===== src/rtl/gccl_pkg.sv =====
// constants, codes and carrier types of the gci control channel logic
// assumes a single 50 MHz system clock; link pins are sampled, not clocked
`default_nettype none

package gccl_pkg;
	// ----------------------------------------------------------------
	// link frame and superframe timing
	// ----------------------------------------------------------------
	localparam logic [4:0] MON_FIRST_BIT = 5'h10;
	localparam logic [4:0] MON_LAST_BIT = 5'h17;
	localparam logic [4:0] CI_FIRST_BIT = 5'h1a;
	localparam logic [4:0] CI_LAST_BIT = 5'h1d;
	localparam logic [6:0] SF_LAST_FRAME = 7'h5f;
	localparam logic [1:0] MON_LAST_PHASE = 2'h3;
	localparam logic [1:0] CHK_COUNT = 2'h3;

	// ----------------------------------------------------------------
	// c/i codes, bit 4 is the msb
	// ----------------------------------------------------------------
	localparam logic [3:0] CI_DEACT_REQUEST = 4'h0;
	localparam logic [3:0] CI_CHIP_CLEAR = 4'h1;
	localparam logic [3:0] CI_SHUTDOWN_ACCEPTED = 4'h1;
	localparam logic [3:0] CI_AUX_HIGH_TWO = 4'h2;
	localparam logic [3:0] CI_AUX_HIGH_ONE = 4'h3;
	localparam logic [3:0] CI_RESYNC_NEEDED = 4'h4;
	localparam logic [3:0] CI_ERROR_NOTICE = 4'h5;
	localparam logic [3:0] CI_LINE_ONLY = 4'h7;
	localparam logic [3:0] CI_ACT_REQUEST = 4'h8;
	localparam logic [3:0] CI_ACT_LOOPBACK = 4'ha;
	localparam logic [3:0] CI_ACT_NOTICE = 4'hc;
	localparam logic [3:0] CI_LOOPBACK_ACTIVE = 4'he;
	localparam logic [3:0] CI_DEACT_DONE = 4'hf;

	// ----------------------------------------------------------------
	// indication headers and m4 bit positions
	// ----------------------------------------------------------------
	localparam logic [7:0] HDR_M56 = 8'h00;
	localparam logic [7:0] HDR_M4 = 8'h20;
	localparam logic [3:0] HDR_EOC = 4'h4;
	localparam logic [7:0] MON_IDLE = 8'hff;
	localparam int M4_ACT = 7;
	localparam int M4_DEA = 6;
	localparam int M4_UOA = 5;
	localparam int M4_SAI = 4;
	localparam logic [7:0] M4_FIXED_ONES = 8'h0f;

	// ----------------------------------------------------------------
	// register map and reset values
	// ----------------------------------------------------------------
	localparam logic [3:0] REG_CTRL = 4'h0;
	localparam logic [3:0] REG_M4_MASK = 4'h1;
	localparam logic [3:0] REG_M4_VAL = 4'h2;
	localparam logic [3:0] REG_M4_RX = 4'h3;
	localparam logic [3:0] REG_M56_RX = 4'h4;
	localparam logic [3:0] REG_EOC_LO = 4'h5;
	localparam logic [3:0] REG_EOC_HI = 4'h6;
	localparam logic [3:0] REG_STATUS = 4'h7;
	localparam logic [3:0] REG_CI = 4'h8;
	localparam logic [7:0] RST_CTRL = 8'h00;
	localparam logic [7:0] RST_M4_MASK = 8'h00;
	localparam logic [7:0] RST_M4_VAL = 8'hff;

	// ----------------------------------------------------------------
	// carrier types
	// ----------------------------------------------------------------
	typedef struct packed {
		logic stb;
		logic [7:0] m4;
		logic [7:0] m56;
	} gccl_maint_s;

	typedef struct packed {
		logic stb;
		logic [11:0] msg;
	} gccl_eoc_s;

	typedef struct packed {
		logic wr;
		logic rd;
		logic [3:0] addr;
		logic [7:0] wdata;
	} gccl_rbus_s;

	typedef enum logic [4:0] {
		ST_IDLE = 5'b00001,
		ST_WAIT = 5'b00010,
		ST_LINE = 5'b00100,
		ST_ACTIVE = 5'b01000,
		ST_DEACT = 5'b10000
	} gccl_act_e;
endpackage

`default_nettype wire


===== src/rtl/gccl_sync3.sv =====
// three-stage pin synchroniser with agreement filter
// assumes an asynchronous pin input and the system clock
`default_nettype none

module gccl_sync3 (
	// clock and reset
	input wire logic clock_i,
	input wire logic rst_n_i,
	// pin and synchronised level
	input wire logic pin_i,
	output logic level_o
);
	logic s1_q, s2_q, s3_q;

	// first stage feeds only the second
	always_ff @(posedge clock_i) begin
		if (!rst_n_i) begin
			s1_q <= 1'b0;
			s2_q <= 1'b0;
			s3_q <= 1'b0;
		end else begin
			s1_q <= pin_i;
			s2_q <= s1_q;
			s3_q <= s2_q;
		end
	end

	// a change counts once stages two and three agree
	always_ff @(posedge clock_i) begin
		if (!rst_n_i) begin
			level_o <= 1'b0;
		end else if (s2_q == s3_q) begin
			level_o <= s3_q;
		end
	end
endmodule

`default_nettype wire


===== src/rtl/gccl_tri_chk.sv =====
// triple-consecutive check of one received maintenance field
// assumes strobes come from the deframer on the system clock
`default_nettype none

module gccl_tri_chk #(
	parameter int W = 8
) (
	// clock and reset
	input wire logic clock_i,
	input wire logic rst_n_i,
	// raw samples
	input wire logic stb_i,
	input wire logic [W-1:0] val_i,
	// checked register and change pulse
	output logic [W-1:0] reg_o,
	output logic upd_o
);
	logic [W-1:0] cand_q;
	logic [1:0] cnt_q;
	logic same;

	assign same = (val_i == cand_q);

	// count identical samples, saturating at three
	always_ff @(posedge clock_i) begin
		if (!rst_n_i) begin
			cand_q <= '0;
			cnt_q <= 2'h0;
		end else if (stb_i) begin
			cand_q <= val_i;
			cnt_q <= (same && cnt_q != gccl_pkg::CHK_COUNT) ? cnt_q + 2'h1 : (same ? cnt_q : 2'h1);
		end
	end

	// only a checked value that differs updates the register
	always_ff @(posedge clock_i) begin
		if (!rst_n_i) begin
			reg_o <= '1;
			upd_o <= 1'b0;
		end else begin
			upd_o <= 1'b0;
			if (stb_i && same && cnt_q == 2'h2 && val_i != reg_o) begin
				reg_o <= val_i;
				upd_o <= 1'b1;
			end
		end
	end

	checked_update_a: assert property (@(posedge clock_i) disable iff (!rst_n_i)
		upd_o |-> $past(stb_i) && $past(cnt_q) == 2'h2 && reg_o == $past(val_i))
		else $error("maintenance register updated without triple check");
endmodule

`default_nettype wire


===== src/rtl/gccl_ctrl.sv =====
// gci control channel: monitor indications, c/i codes, frame sync
// assumes dcl, fsc, din and the master pin are asynchronous pins;
// deframer strobes, line status and responses are on clock_i
//
// Our own choices: the register offsets and the plain strobed port.
`default_nettype none

// Functional notes
// - send indication when maintenance register updates
// - update registers only after triple check
// - pending indications go before read responses
// - sending an indication clears its flag
// - m5/m6 indication: zero byte, then register
// - m4 indication: header bit b15, then register
// - eoc indication: b16 header, a1-dm, i1-i8
// - eoc bit a1 most, i8 least significant
// - act on c/i code seen twice
// - c/i bit 4 is msb, sent first
// - lt indications use the listed codes
// - nt commands and indications use listed codes
// - auxiliary commands hold auxiliary pins high
// - nt eoc loopback at linkup gives loopback request
// - loopback active notice repeats during loopback
// - upstream sai set suppresses line-only notice
// - m4 bits automatic unless register override
// - master pin low slave, high drives sync
// - single-clock sync every 96 frames aligns superframe
// - data after single pulse starts superframe
// - master emits single-clock sync per superframe
// - nt slave ignores superframe alignment on sync
// - indications generated on any received change; here only on a change that passed the triple check
module gccl_ctrl (
	// clock and reset
	input wire logic clock_i,
	input wire logic rst_n_i,
	// link pins
	input wire logic dcl_i,
	input wire logic fsc_i,
	input wire logic din_i,
	input wire logic master_i,
	output logic dout_o,
	output logic fsc_o,
	output logic fsc_oe_o,
	// deframer and line status
	input wire gccl_pkg::gccl_maint_s maint_i,
	input wire gccl_pkg::gccl_eoc_s eoc_i,
	input wire logic rx_sf_first_i,
	input wire logic linkup_i,
	input wire logic sync_lost_i,
	input wire logic line_err_i,
	input wire logic eoc_lpbk_i,
	input wire logic lpbk_on_i,
	output logic tx_sf_first_o,
	output logic [7:0] m4_tx_o,
	// register read responses
	input wire logic resp_valid_i,
	input wire logic [15:0] resp_msg_i,
	output logic resp_ready_o,
	// auxiliary pins
	output logic aux_output_one_o,
	output logic aux_output_two_o,
	// register port
	input wire gccl_pkg::gccl_rbus_s rbus_i,
	output logic [7:0] rb_rdata_o
);
	// ----------------------------------------------------------------
	// pin sampling and link timing
	// ----------------------------------------------------------------
	logic dcl_s, fsc_s, din_s, ms_s, dcl_d_q, fsc_d_q;
	logic dcl_rise, fsc_start, frm_edge, single_fsc_q;
	logic [4:0] bcnt_q, idx, ci_pos;
	logic [1:0] fsc_w_q;
	logic [6:0] sf_q;
	logic sf_pend_q;

	gccl_sync3 u_sync_dcl (.clock_i(clock_i), .rst_n_i(rst_n_i), .pin_i(dcl_i), .level_o(dcl_s));
	gccl_sync3 u_sync_fsc (.clock_i(clock_i), .rst_n_i(rst_n_i), .pin_i(fsc_i), .level_o(fsc_s));
	gccl_sync3 u_sync_din (.clock_i(clock_i), .rst_n_i(rst_n_i), .pin_i(din_i), .level_o(din_s));
	gccl_sync3 u_sync_ms (.clock_i(clock_i), .rst_n_i(rst_n_i), .pin_i(master_i), .level_o(ms_s));

	// slave frames start on a sync rise, master frames free-run
	assign dcl_rise = dcl_s && !dcl_d_q;
	assign fsc_start = !ms_s && fsc_s && !fsc_d_q;
	assign idx = fsc_start ? 5'h00 : bcnt_q;
	assign frm_edge = dcl_rise && idx == 5'h00;
	assign ci_pos = gccl_pkg::CI_LAST_BIT - idx;

	// bit position within the frame
	always_ff @(posedge clock_i) begin
		if (!rst_n_i) begin
			dcl_d_q <= 1'b0;
			fsc_d_q <= 1'b0;
			bcnt_q <= 5'h00;
		end else begin
			dcl_d_q <= dcl_s;
			if (dcl_rise) begin
				fsc_d_q <= fsc_s;
				bcnt_q <= idx + 5'h01;
			end
		end
	end

	// ----------------------------------------------------------------
	// superframe alignment
	// ----------------------------------------------------------------
	logic lt_q;
	logic single_seen;

	// a sync pulse one dcl wide marks the first 2b+d of the superframe
	assign single_seen = dcl_rise && !ms_s && lt_q && !fsc_s && fsc_d_q && fsc_w_q == 2'h1;

	always_ff @(posedge clock_i) begin
		if (!rst_n_i) begin
			fsc_w_q <= 2'h0;
			sf_q <= 7'h00;
			tx_sf_first_o <= 1'b0;
		end else begin
			tx_sf_first_o <= 1'b0;
			if (dcl_rise) begin
				fsc_w_q <= fsc_s ? ((fsc_w_q == 2'h3) ? fsc_w_q : fsc_w_q + 2'h1) : 2'h0;
			end
			if (single_seen) begin
				sf_q <= 7'h00;
				tx_sf_first_o <= 1'b1;
			end else if (frm_edge) begin
				// without forced pulses the superframe runs on its own count
				sf_q <= (sf_q == gccl_pkg::SF_LAST_FRAME) ? 7'h00 : sf_q + 7'h01;
				tx_sf_first_o <= (sf_q == gccl_pkg::SF_LAST_FRAME);
			end
		end
	end

	// master sync: two dcl wide, one dcl wide on a superframe start
	always_ff @(posedge clock_i) begin
		if (!rst_n_i) begin
			fsc_o <= 1'b0;
			fsc_oe_o <= 1'b0;
			sf_pend_q <= 1'b0;
			single_fsc_q <= 1'b0;
		end else begin
			fsc_oe_o <= ms_s;
			if (frm_edge) begin
				single_fsc_q <= sf_pend_q || rx_sf_first_i;
				sf_pend_q <= 1'b0;
			end else if (rx_sf_first_i) begin
				sf_pend_q <= 1'b1;
			end
			if (dcl_rise) begin
				fsc_o <= ms_s && (idx == 5'h00 || (idx == 5'h01 && !single_fsc_q));
			end
		end
	end

	// ----------------------------------------------------------------
	// received c/i codes
	// ----------------------------------------------------------------
	logic [3:0] ci_sh_q, ci_last_q, ci_cmd_q, ci_new;
	logic ci_done;

	assign ci_new = {ci_sh_q[2:0], din_s};
	assign ci_done = dcl_rise && idx == gccl_pkg::CI_LAST_BIT;

	// bit 4 arrives first and lands in the msb
	always_ff @(posedge clock_i) begin
		if (!rst_n_i) begin
			ci_sh_q <= 4'hf;
			ci_last_q <= 4'hf;
			ci_cmd_q <= 4'hf;
		end else begin
			if (dcl_rise && idx >= gccl_pkg::CI_FIRST_BIT && idx <= gccl_pkg::CI_LAST_BIT) begin
				ci_sh_q <= ci_new;
			end
			if (ci_done) begin
				ci_last_q <= ci_new;
				if (ci_new == ci_last_q) begin
					ci_cmd_q <= ci_new;
				end
			end
		end
	end

	ci_confirm_a: assert property (@(posedge clock_i) disable iff (!rst_n_i)
		$changed(ci_cmd_q) |-> $past(ci_done) && $past(ci_new) == $past(ci_last_q))
		else $error("c/i command taken without two equal frames");

	// auxiliary pins follow the confirmed command
	always_ff @(posedge clock_i) begin
		if (!rst_n_i) begin
			aux_output_one_o <= 1'b0;
			aux_output_two_o <= 1'b0;
		end else begin
			aux_output_one_o <= (ci_cmd_q == gccl_pkg::CI_AUX_HIGH_ONE);
			aux_output_two_o <= (ci_cmd_q == gccl_pkg::CI_AUX_HIGH_TWO);
		end
	end

	aux_pins_a: assert property (@(posedge clock_i) disable iff (!rst_n_i)
		(ci_cmd_q == gccl_pkg::CI_AUX_HIGH_ONE) [*2] |-> aux_output_one_o && !aux_output_two_o)
		else $error("first auxiliary pin not held high");

	// ----------------------------------------------------------------
	// checked maintenance registers
	// ----------------------------------------------------------------
	logic [7:0] m4_rx_reg, m56_rx_reg;
	logic [11:0] eoc_msg_reg;
	logic upd_m4, upd_m56, upd_eoc;

	gccl_tri_chk #(.W(8)) u_chk_m4 (.clock_i(clock_i), .rst_n_i(rst_n_i),
		.stb_i(maint_i.stb), .val_i(maint_i.m4), .reg_o(m4_rx_reg), .upd_o(upd_m4));
	gccl_tri_chk #(.W(8)) u_chk_m56 (.clock_i(clock_i), .rst_n_i(rst_n_i),
		.stb_i(maint_i.stb), .val_i(maint_i.m56), .reg_o(m56_rx_reg), .upd_o(upd_m56));
	gccl_tri_chk #(.W(12)) u_chk_eoc (.clock_i(clock_i), .rst_n_i(rst_n_i),
		.stb_i(eoc_i.stb), .val_i(eoc_i.msg), .reg_o(eoc_msg_reg), .upd_o(upd_eoc));

	// ----------------------------------------------------------------
	// monitor channel sender
	// ----------------------------------------------------------------
	logic [2:0] pend_q, pend_clr;
	logic [15:0] msg_q;
	logic [1:0] phase_q;
	logic busy_q, mon_free;
	logic [7:0] mon_byte;

	// a byte goes out twice, first byte then second, msb first
	assign mon_free = !busy_q || phase_q == gccl_pkg::MON_LAST_PHASE;
	assign mon_byte = !busy_q ? gccl_pkg::MON_IDLE : (phase_q[1] ? msg_q[7:0] : msg_q[15:8]);

	// pick one indication per message slot, m4 first
	always_comb begin
		pend_clr = 3'b000;
		if (frm_edge && mon_free) begin
			if (pend_q[0]) begin
				pend_clr = 3'b001;
			end else if (pend_q[1]) begin
				pend_clr = 3'b010;
			end else if (pend_q[2]) begin
				pend_clr = 3'b100;
			end
		end
	end

	// a new change wins over the clear of the same flag
	always_ff @(posedge clock_i) begin
		if (!rst_n_i) begin
			pend_q <= 3'b000;
		end else begin
			pend_q <= (pend_q & ~pend_clr) | {upd_eoc, upd_m56, upd_m4};
		end
	end

	always_ff @(posedge clock_i) begin
		if (!rst_n_i) begin
			msg_q <= 16'hffff;
			phase_q <= 2'h0;
			busy_q <= 1'b0;
			resp_ready_o <= 1'b0;
		end else begin
			resp_ready_o <= 1'b0;
			if (frm_edge) begin
				phase_q <= phase_q + 2'h1;
				if (mon_free) begin
					phase_q <= 2'h0;
					busy_q <= 1'b1;
					if (pend_clr[0]) begin
						msg_q <= {gccl_pkg::HDR_M4, m4_rx_reg};
					end else if (pend_clr[1]) begin
						msg_q <= {gccl_pkg::HDR_M56, m56_rx_reg};
					end else if (pend_clr[2]) begin
						// a1 leads at b13, i8 trails at b2
						msg_q <= {gccl_pkg::HDR_EOC, eoc_msg_reg};
					end else if (resp_valid_i) begin
						msg_q <= resp_msg_i;
						resp_ready_o <= 1'b1;
					end else begin
						busy_q <= 1'b0;
					end
				end
			end
		end
	end

	resp_after_ind_a: assert property (@(posedge clock_i) disable iff (!rst_n_i)
		resp_ready_o |-> $past(pend_q) == 3'b000)
		else $error("response sent while indication pending");

	m4_format_a: assert property (@(posedge clock_i) disable iff (!rst_n_i)
		(frm_edge && mon_free && pend_q[0]) |=> msg_q == {8'h20, $past(m4_rx_reg)}
		&& (!pend_q[0] || $past(upd_m4)))
		else $error("m4 indication wrong or flag not cleared");

	m56_format_a: assert property (@(posedge clock_i) disable iff (!rst_n_i)
		(frm_edge && mon_free && pend_q[1:0] == 2'b10) |=> msg_q == {8'h00, $past(m56_rx_reg)})
		else $error("m5/m6 indication has wrong bytes");

	eoc_format_a: assert property (@(posedge clock_i) disable iff (!rst_n_i)
		(frm_edge && mon_free && pend_q == 3'b100) |=> msg_q == {4'h4, $past(eoc_msg_reg)})
		else $error("eoc indication has wrong bytes");

	// ----------------------------------------------------------------
	// activation and c/i indications
	// ----------------------------------------------------------------
	gccl_pkg::gccl_act_e st_q;
	logic [3:0] ci_ind_q, ind_d;
	logic arl_q;

	always_ff @(posedge clock_i) begin
		if (!rst_n_i) begin
			st_q <= gccl_pkg::ST_IDLE;
			arl_q <= 1'b0;
		end else if (ci_cmd_q == gccl_pkg::CI_CHIP_CLEAR) begin
			st_q <= gccl_pkg::ST_IDLE;
		end else begin
			case (st_q)
				gccl_pkg::ST_IDLE: begin
					if (ci_cmd_q == gccl_pkg::CI_ACT_REQUEST || ci_cmd_q == gccl_pkg::CI_ACT_LOOPBACK
						|| (!lt_q && linkup_i)) begin
						st_q <= gccl_pkg::ST_WAIT;
					end
				end
				gccl_pkg::ST_WAIT: begin
					if (linkup_i) begin
						st_q <= gccl_pkg::ST_LINE;
						arl_q <= !lt_q && eoc_lpbk_i;
					end
				end
				gccl_pkg::ST_LINE: begin
					if (lt_q ? m4_rx_reg[gccl_pkg::M4_ACT] : ci_cmd_q == gccl_pkg::CI_ACT_NOTICE) begin
						st_q <= gccl_pkg::ST_ACTIVE;
					end else if (!linkup_i) begin
						st_q <= gccl_pkg::ST_WAIT;
					end
				end
				gccl_pkg::ST_ACTIVE: begin
					if (lt_q ? ci_cmd_q == gccl_pkg::CI_DEACT_REQUEST : !m4_rx_reg[gccl_pkg::M4_DEA]) begin
						st_q <= gccl_pkg::ST_DEACT;
					end
				end
				gccl_pkg::ST_DEACT: begin
					if (ci_cmd_q == gccl_pkg::CI_DEACT_DONE) begin
						st_q <= gccl_pkg::ST_IDLE;
					end
				end
				default: begin
					st_q <= gccl_pkg::ST_IDLE;
				end
			endcase
		end
	end

	// line faults outrank the state's own indication outside idle
	always_comb begin
		case (st_q)
			gccl_pkg::ST_LINE: begin
				if (!lt_q) begin
					ind_d = arl_q ? gccl_pkg::CI_ACT_LOOPBACK : gccl_pkg::CI_ACT_REQUEST;
				end else if (m4_rx_reg[gccl_pkg::M4_SAI]) begin
					ind_d = gccl_pkg::CI_ACT_REQUEST;
				end else begin
					ind_d = gccl_pkg::CI_LINE_ONLY;
				end
			end
			gccl_pkg::ST_ACTIVE: begin
				ind_d = (!lt_q && lpbk_on_i) ? gccl_pkg::CI_LOOPBACK_ACTIVE : gccl_pkg::CI_ACT_NOTICE;
			end
			gccl_pkg::ST_DEACT: begin
				ind_d = lt_q ? gccl_pkg::CI_SHUTDOWN_ACCEPTED : gccl_pkg::CI_DEACT_REQUEST;
			end
			default: begin
				ind_d = gccl_pkg::CI_DEACT_DONE;
			end
		endcase
		if (st_q != gccl_pkg::ST_IDLE && sync_lost_i) begin
			ind_d = gccl_pkg::CI_RESYNC_NEEDED;
		end else if (st_q != gccl_pkg::ST_IDLE && line_err_i) begin
			ind_d = gccl_pkg::CI_ERROR_NOTICE;
		end
	end

	always_ff @(posedge clock_i) begin
		if (!rst_n_i) begin
			ci_ind_q <= gccl_pkg::CI_DEACT_DONE;
		end else begin
			ci_ind_q <= ind_d;
		end
	end

	loop_notice_a: assert property (@(posedge clock_i) disable iff (!rst_n_i)
		(st_q == gccl_pkg::ST_ACTIVE && !lt_q && lpbk_on_i && !sync_lost_i && !line_err_i)
		|=> ci_ind_q == 4'he)
		else $error("loopback notice missing while loopback on");

	sai_blocks_a: assert property (@(posedge clock_i) disable iff (!rst_n_i)
		(st_q == gccl_pkg::ST_LINE && lt_q && m4_rx_reg[4] && !sync_lost_i && !line_err_i)
		|=> ci_ind_q == 4'h8)
		else $error("line-only notice issued with sai set");

	// ----------------------------------------------------------------
	// transmit frame: monitor byte and c/i repeated every frame
	// ----------------------------------------------------------------
	always_ff @(posedge clock_i) begin
		if (!rst_n_i) begin
			dout_o <= 1'b1;
		end else if (dcl_rise) begin
			if (idx >= gccl_pkg::MON_FIRST_BIT && idx <= gccl_pkg::MON_LAST_BIT) begin
				dout_o <= mon_byte[3'h7 - idx[2:0]];
			end else if (idx >= gccl_pkg::CI_FIRST_BIT && idx <= gccl_pkg::CI_LAST_BIT) begin
				dout_o <= ci_ind_q[ci_pos[1:0]];
			end else begin
				dout_o <= 1'b1;
			end
		end
	end

	// ----------------------------------------------------------------
	// registers and automatic m4 bits
	// ----------------------------------------------------------------
	logic [7:0] m4_mask_q, m4_val_q, m4_auto;
	logic [7:0] rb_ctrl_q;

	assign lt_q = rb_ctrl_q[0];

	always_ff @(posedge clock_i) begin
		if (!rst_n_i) begin
			rb_ctrl_q <= gccl_pkg::RST_CTRL;
			m4_mask_q <= gccl_pkg::RST_M4_MASK;
			m4_val_q <= gccl_pkg::RST_M4_VAL;
		end else if (rbus_i.wr) begin
			case (rbus_i.addr)
				gccl_pkg::REG_CTRL: rb_ctrl_q <= rbus_i.wdata;
				gccl_pkg::REG_M4_MASK: m4_mask_q <= rbus_i.wdata;
				gccl_pkg::REG_M4_VAL: m4_val_q <= rbus_i.wdata;
				default: begin
				end
			endcase
		end
	end

	// status bits come from activation progress; uoa from the confirmed c/i command
	always_comb begin
		m4_auto = gccl_pkg::M4_FIXED_ONES;
		m4_auto[gccl_pkg::M4_ACT] = (st_q == gccl_pkg::ST_ACTIVE);
		m4_auto[gccl_pkg::M4_DEA] = !(lt_q && st_q == gccl_pkg::ST_DEACT);
		m4_auto[gccl_pkg::M4_UOA] = !(lt_q && ci_cmd_q == gccl_pkg::CI_LINE_ONLY);
		m4_auto[gccl_pkg::M4_SAI] = !lt_q && st_q != gccl_pkg::ST_IDLE;
	end

	always_ff @(posedge clock_i) begin
		if (!rst_n_i) begin
			m4_tx_o <= gccl_pkg::RST_M4_VAL;
			rb_rdata_o <= 8'h00;
		end else begin
			m4_tx_o <= (m4_auto & ~m4_mask_q) | (m4_val_q & m4_mask_q);
			rb_rdata_o <= 8'h00;
			if (rbus_i.rd) begin
				case (rbus_i.addr)
					gccl_pkg::REG_CTRL: rb_rdata_o <= rb_ctrl_q;
					gccl_pkg::REG_M4_MASK: rb_rdata_o <= m4_mask_q;
					gccl_pkg::REG_M4_VAL: rb_rdata_o <= m4_val_q;
					gccl_pkg::REG_M4_RX: rb_rdata_o <= m4_rx_reg;
					gccl_pkg::REG_M56_RX: rb_rdata_o <= m56_rx_reg;
					gccl_pkg::REG_EOC_LO: rb_rdata_o <= eoc_msg_reg[7:0];
					gccl_pkg::REG_EOC_HI: rb_rdata_o <= {4'h0, eoc_msg_reg[11:8]};
					gccl_pkg::REG_STATUS: rb_rdata_o <= {busy_q, ms_s, 1'b0, pend_q, aux_output_two_o,
						aux_output_one_o};
					gccl_pkg::REG_CI: rb_rdata_o <= {ci_cmd_q, ci_ind_q};
					default: rb_rdata_o <= 8'h00;
				endcase
			end
		end
	end

	m4_override_a: assert property (@(posedge clock_i) disable iff (!rst_n_i)
		((m4_mask_q == 8'hff) [*2]) |-> m4_tx_o == $past(m4_val_q))
		else $error("m4 override not applied");
endmodule

`default_nettype wire


===== config.mk =====
export PLATFORM = sky130hd
export DESIGN_NAME = gccl_ctrl
export DESIGN_NICKNAME = d
export VERILOG_FILES = /design/src/rtl/gccl_pkg.sv /design/src/rtl/gccl_sync3.sv /design/src/rtl/gccl_tri_chk.sv /design/src/rtl/gccl_ctrl.sv
export SDC_FILE = /design/constraint.sdc
export NUM_CORES = 1
export LEC_CHECK = 0
export ABC_CLOCK_PERIOD_IN_PS = 5700
export BUFFER_PORTS_ARGS = -buffer_cell sky130_fd_sc_hd__buf_2
export CAP_MARGIN = 5
export CELL_PAD_IN_SITES_DETAIL_PLACEMENT = 2
export CELL_PAD_IN_SITES_GLOBAL_PLACEMENT = 2
export CORE_ASPECT_RATIO = 0.8
export CORE_UTILIZATION = 39
export CTS_CLUSTER_SIZE = 25
export DETAILED_ROUTE_END_ITERATION = 6
export PLACE_DENSITY_LB_ADDON = 0.1
export SLEW_MARGIN = 40
export SYNTH_ARGS = -nofsm -noshare
export SYNTH_HDL_FRONTEND = slang
export SYNTH_SLANG_ARGS = --single-unit

===== constraint.sdc =====
create_clock -name clock_i -period 5.7 [get_ports clock_i]
set_input_delay 1.14 -clock clock_i [delete_from_list [all_inputs] [get_ports clock_i]]
set_output_delay 1.14 -clock clock_i [all_outputs]
set_load 0.005 [all_outputs]

==> impl_results.md <==
* Largest registers: msg_q: 16 flops, u_chk_eoc.cand_q: 12 flops, u_chk_eoc.reg_o: 12 flops
* Mux cell area share after synthesis at 0.113
* Worst Slack Setup Final at between 2000 and 3000 ps
* Post-synth EDFFs at 0
* Initial detailed-routing violation count at approximately 480
* Seq/Total Area, Yosys at 0.419
* Largest net degree at the start of global routing at 52
* Min-Delay Endpoint: u_sync_dcl.s2_q$_SDFF_PN0_
* Synth warn at 0
* Crit path time final at 3190 ps
* Status: finished clean
* Post-Synth Adder-Cell Area at 0.0180
* Sw power at 0.768 mW
* Post-synthesis xor/xnor area fraction at 0.0620
* Post-Synthesis Cell Area at 0.00903 mm2
* FF-to-FF path depth at 7
* Cell internal pwr at 2.12 mW
* Fin crit share at 0.560
* Cell Rows at 49
* Flip-flop and latch area at 0.00379 mm2
* Syn Area/Cell at 8.95 um2
* Die width at 172 um
* Core area at 0.0226 mm2
* Grt total ovfl at 0
* Dpl hpwl at approximately 21000 um
* Area Growth Syn to Fin at 14.4%
* Worst-Skew Late Latency at approximately 450 ps
* Multi-input gate area at 0.00490 mm2
* Slew @ Worst Pin at just under 900 ps
* Critical Path AT at 3520 ps
* CP endpoint kind: register
* Critical path required time at a little over 6000 ps
* Mapped Cells at ~1000
* PortBufs at 95
* Area after DPL at 0.00970 mm2
* Synth top area share at 0.419
* Top layer in use: met5
* Post-synthesis async set-or-reset flop share at 0
* Max-cap violations at 0
* DP Worst Slack at 2300 ps
* Number of flip-flops in the largest register at 16
* R2r setup slk at 2510 ps
* Distinct cells, synth at 69
* Yosys top cell by area: dfxtp_1
* Post-route DRC at 0
* Relative slew slack at 0.408
* Total GRT Usage at 0.255
* Register bit total from synthesis at roughly 190
* First-pass GRT wire length at 46300 um
* Die Height at 138 um
* Post-route cell area at 0.0103 mm2
* Final wirelength at 29000 um
* Largest family of logic cells by synthesized area: simple AND/OR/NAND/NOR gates
* Root buf cell: clkbuf_16
* Post-synthesis simple-gate area fraction at 0.195
* Area contributors post-synth: dfxtp_1, mux2i_1, nor2_1
* Biggest register: msg_q
* LEAKAGE at between 4 and 5 nW
* Post-cts repair resize count at 0
* Number of fill cells in the layout at 2474
* Total CTS buffers at 17
* Vias/cell at between 5 and 6
* Initial Util at 0.399
* Metal-1 WL at 13800 um
* RD Place Congestion at 0.776
* Cell Pwr Density at 279 mW/mm2
* RR Startpoint: u_sync_ms.level_o$_SDFFE_PN0N_
* Post-CTS Hold Fix Bufs at 0
* CTS sink cnt at 189
* Worst-path fanout max at 21
* Initial antenna violation count at 1
* Met2 routed WL at 13900 um
* Unrepaired setup endpoints after global routing: no
* Clock Skew at 11.6 ps
* Final hold violations at 0
* Main synth FF type: dfxtp_1
* Hold/Removal Path Class: reg -> reg
* Post-CTS Setup Bufs at 0
* CTS tree: done
* CTS Buffer Depth at 2
* Total I/O pin count at 96
* Critical Path Source Type: register
* Post-route ant nets at 0
* Share of cells above drive strength 1 at 0.145
* Vias in the first global route at 8176
* Wire per inst at 20.9 um
* Hold Crit Depth at 1
* Switch share at 0.266
* Fin. max-slew vios at 0
* FMAX at between 0.3 and 0.4 GHz
* Logic gate share of total power at 0.082
* Setup Viol. Count Final at 0
* Synth Area in Compound Gates at 0.155
* DR pass1 iterations at 4
* Clock power frac at 0.443
* Flop pwr share at 0.475
* Clk slew on worst S/H paths at 80 ps
* Met3 routed WL at 934 um
* Nets at 1155
* Die footprint at ~0.024 mm2
* Hold Startpoint: u_sync_dcl.s1_q$_SDFF_PN0_
* Worst reg2reg endpoint: msg_q[0]$_SDFFE_PN1P_
* CP Class: reg -> reg
* Syn_nets at 1095
* H-tree depth at 4
* Maximum vdd ir drop at 0.000205 V
* Setup total negative slack at 0 ps
* Vias at 7728
[cell type report]
cell class              count  share of cell area
clock buffers              17              0.0412
repair buffers            102              0.0513
well taps                 306              0.0371
diodes                      1            0.000242
inverters                  27              0.0101
clock inverters            15              0.0193
multi-input cells         732               0.474
flip-flops and latches    189               0.366
[worst max-delay path, cell delays in order (launching register included)]
cell	delay, ps
dfxtp_1	480
or3b_2	660
nand2_1	190
ha_1	320
o2111a_1	570
o41ai_4	200
buf_4	260
o311ai_0	370
[power groups by stage]
| stage | clock (mW) | combinational (mW) | sequential, mW |
|---|---|---|---|
| after floorplan | 0 | 0.148 | 1.39 |
| after global placement | 0 | 0.231 | 1.40 |
| after detailed placement | 0 | 0.235 | 1.40 |
| after CTS | 1.31 | 0.239 | 1.37 |
| after global routing | 1.35 | 0.261 | 1.38 |
| final | 1.28 | 0.236 | 1.37 |
[cell usage after synthesis, drive strengths merged (3+ instances only)]
cell and instances:
nand3b 10, xor2 42, mux4 3, nand3 28, o21ai 33, nand2b 7, and2 18, ha 13
dfxtp 189, o311ai 21, a221oi 7, nand4b 3, o21a 3, or4 3, a22oi 17, a21o 3
inv 27, nand4 9, nor4 15, a211oi 4, nor3 15, xnor2 22, a21oi 51, or3 4
buf 9, nor2 107, mux2 7, a31oi 7, nor4b 6, nor3b 5, nor2b 22, a211o 3
o31ai 15, o211ai 9, nand2 99, mux2i 87, clkbuf 52, and3 4
[worst max path at each step]
stage / from / endpoint / slack (ps)
2_1_floorplan: maint_i[3] / u_chk_m56.reg_o[0]$_SDFFE_PN1P_ / 3160
3_3_place_gp: rst_n_i / u_chk_m56.reg_o[6]$_SDFFE_PN1P_ / 2380
3_5_place_dp: eoc_i[5] / u_chk_eoc.reg_o[6]$_SDFFE_PN1P_ / 2300
4_1_cts: u_sync_ms.level_o$_SDFFE_PN0N_ / msg_q[0]$_SDFFE_PN1P_ / 2510
5_1_grt: u_sync_ms.level_o$_SDFFE_PN0N_ / msg_q[0]$_SDFFE_PN1P_ / 2330
6_report: u_sync_ms.level_o$_SDFFE_PN0N_ / msg_q[0]$_SDFFE_PN1P_ / 2510
[per-layer routing]
metal  GRT usage  vias up
li1            -     3713
met1       0.348     3888
met2       0.418      102
met3      0.0352       23
met4      0.0685        2
met5           0        -
[cells by family (layout without fill, tap and decap cells)]
family / after synthesis / in the layout
AO/OA/AOI/OAI: 198 / 198
adder cells (fa/ha/maj): 13 / 13
XOR/XNOR: 64 / 64
multiplexers: 97 / 97
other: 0 / 1
buffers and inverters: 88 / 161
flip-flops: 189 / 189
AND/OR/NAND/NOR: 360 / 360
[cells in the final DEF, fill, tap and decap left out, types with 4 or more instances in the layout]
cell type,instances
dfxtp_1,187
nor2_1,107
nand2_1,99
buf_2,94
mux2i_1,87
a21oi_1,50
xor2_1,42
o21ai_0,32
nand3_1,28
inv_1,26
nor2b_1,22
xnor2_1,22
and2_1,18
a22oi_1,17
o311ai_0,17
clkbuf_16,17
nor4_1,15
nor3_1,15
o31ai_1,15
ha_1,13
nand3b_1,10
o211ai_1,9
nand4_1,9
buf_4,8
nand2b_1,7
a31oi_1,7
mux2_2,7
a221oi_1,7
nor4b_1,5
inv_8,5
and3_1,4
nor3b_1,4
a211oi_1,4
or3_1,4
o311ai_1,4
inv_6,4
[stage by stage]
stage	hold slack [ps]	instances	utilization	total power [mW]
floorplan	390	1009	-	1.54
global placement	416	1356	0.429	1.63
finish	438	1389	0.457	2.89
global route	460	1388	0.457	2.99
detailed placement	423	1356	0.429	1.64
CTS	443	1388	0.456	2.92
(Power assumes the default switching activity.)
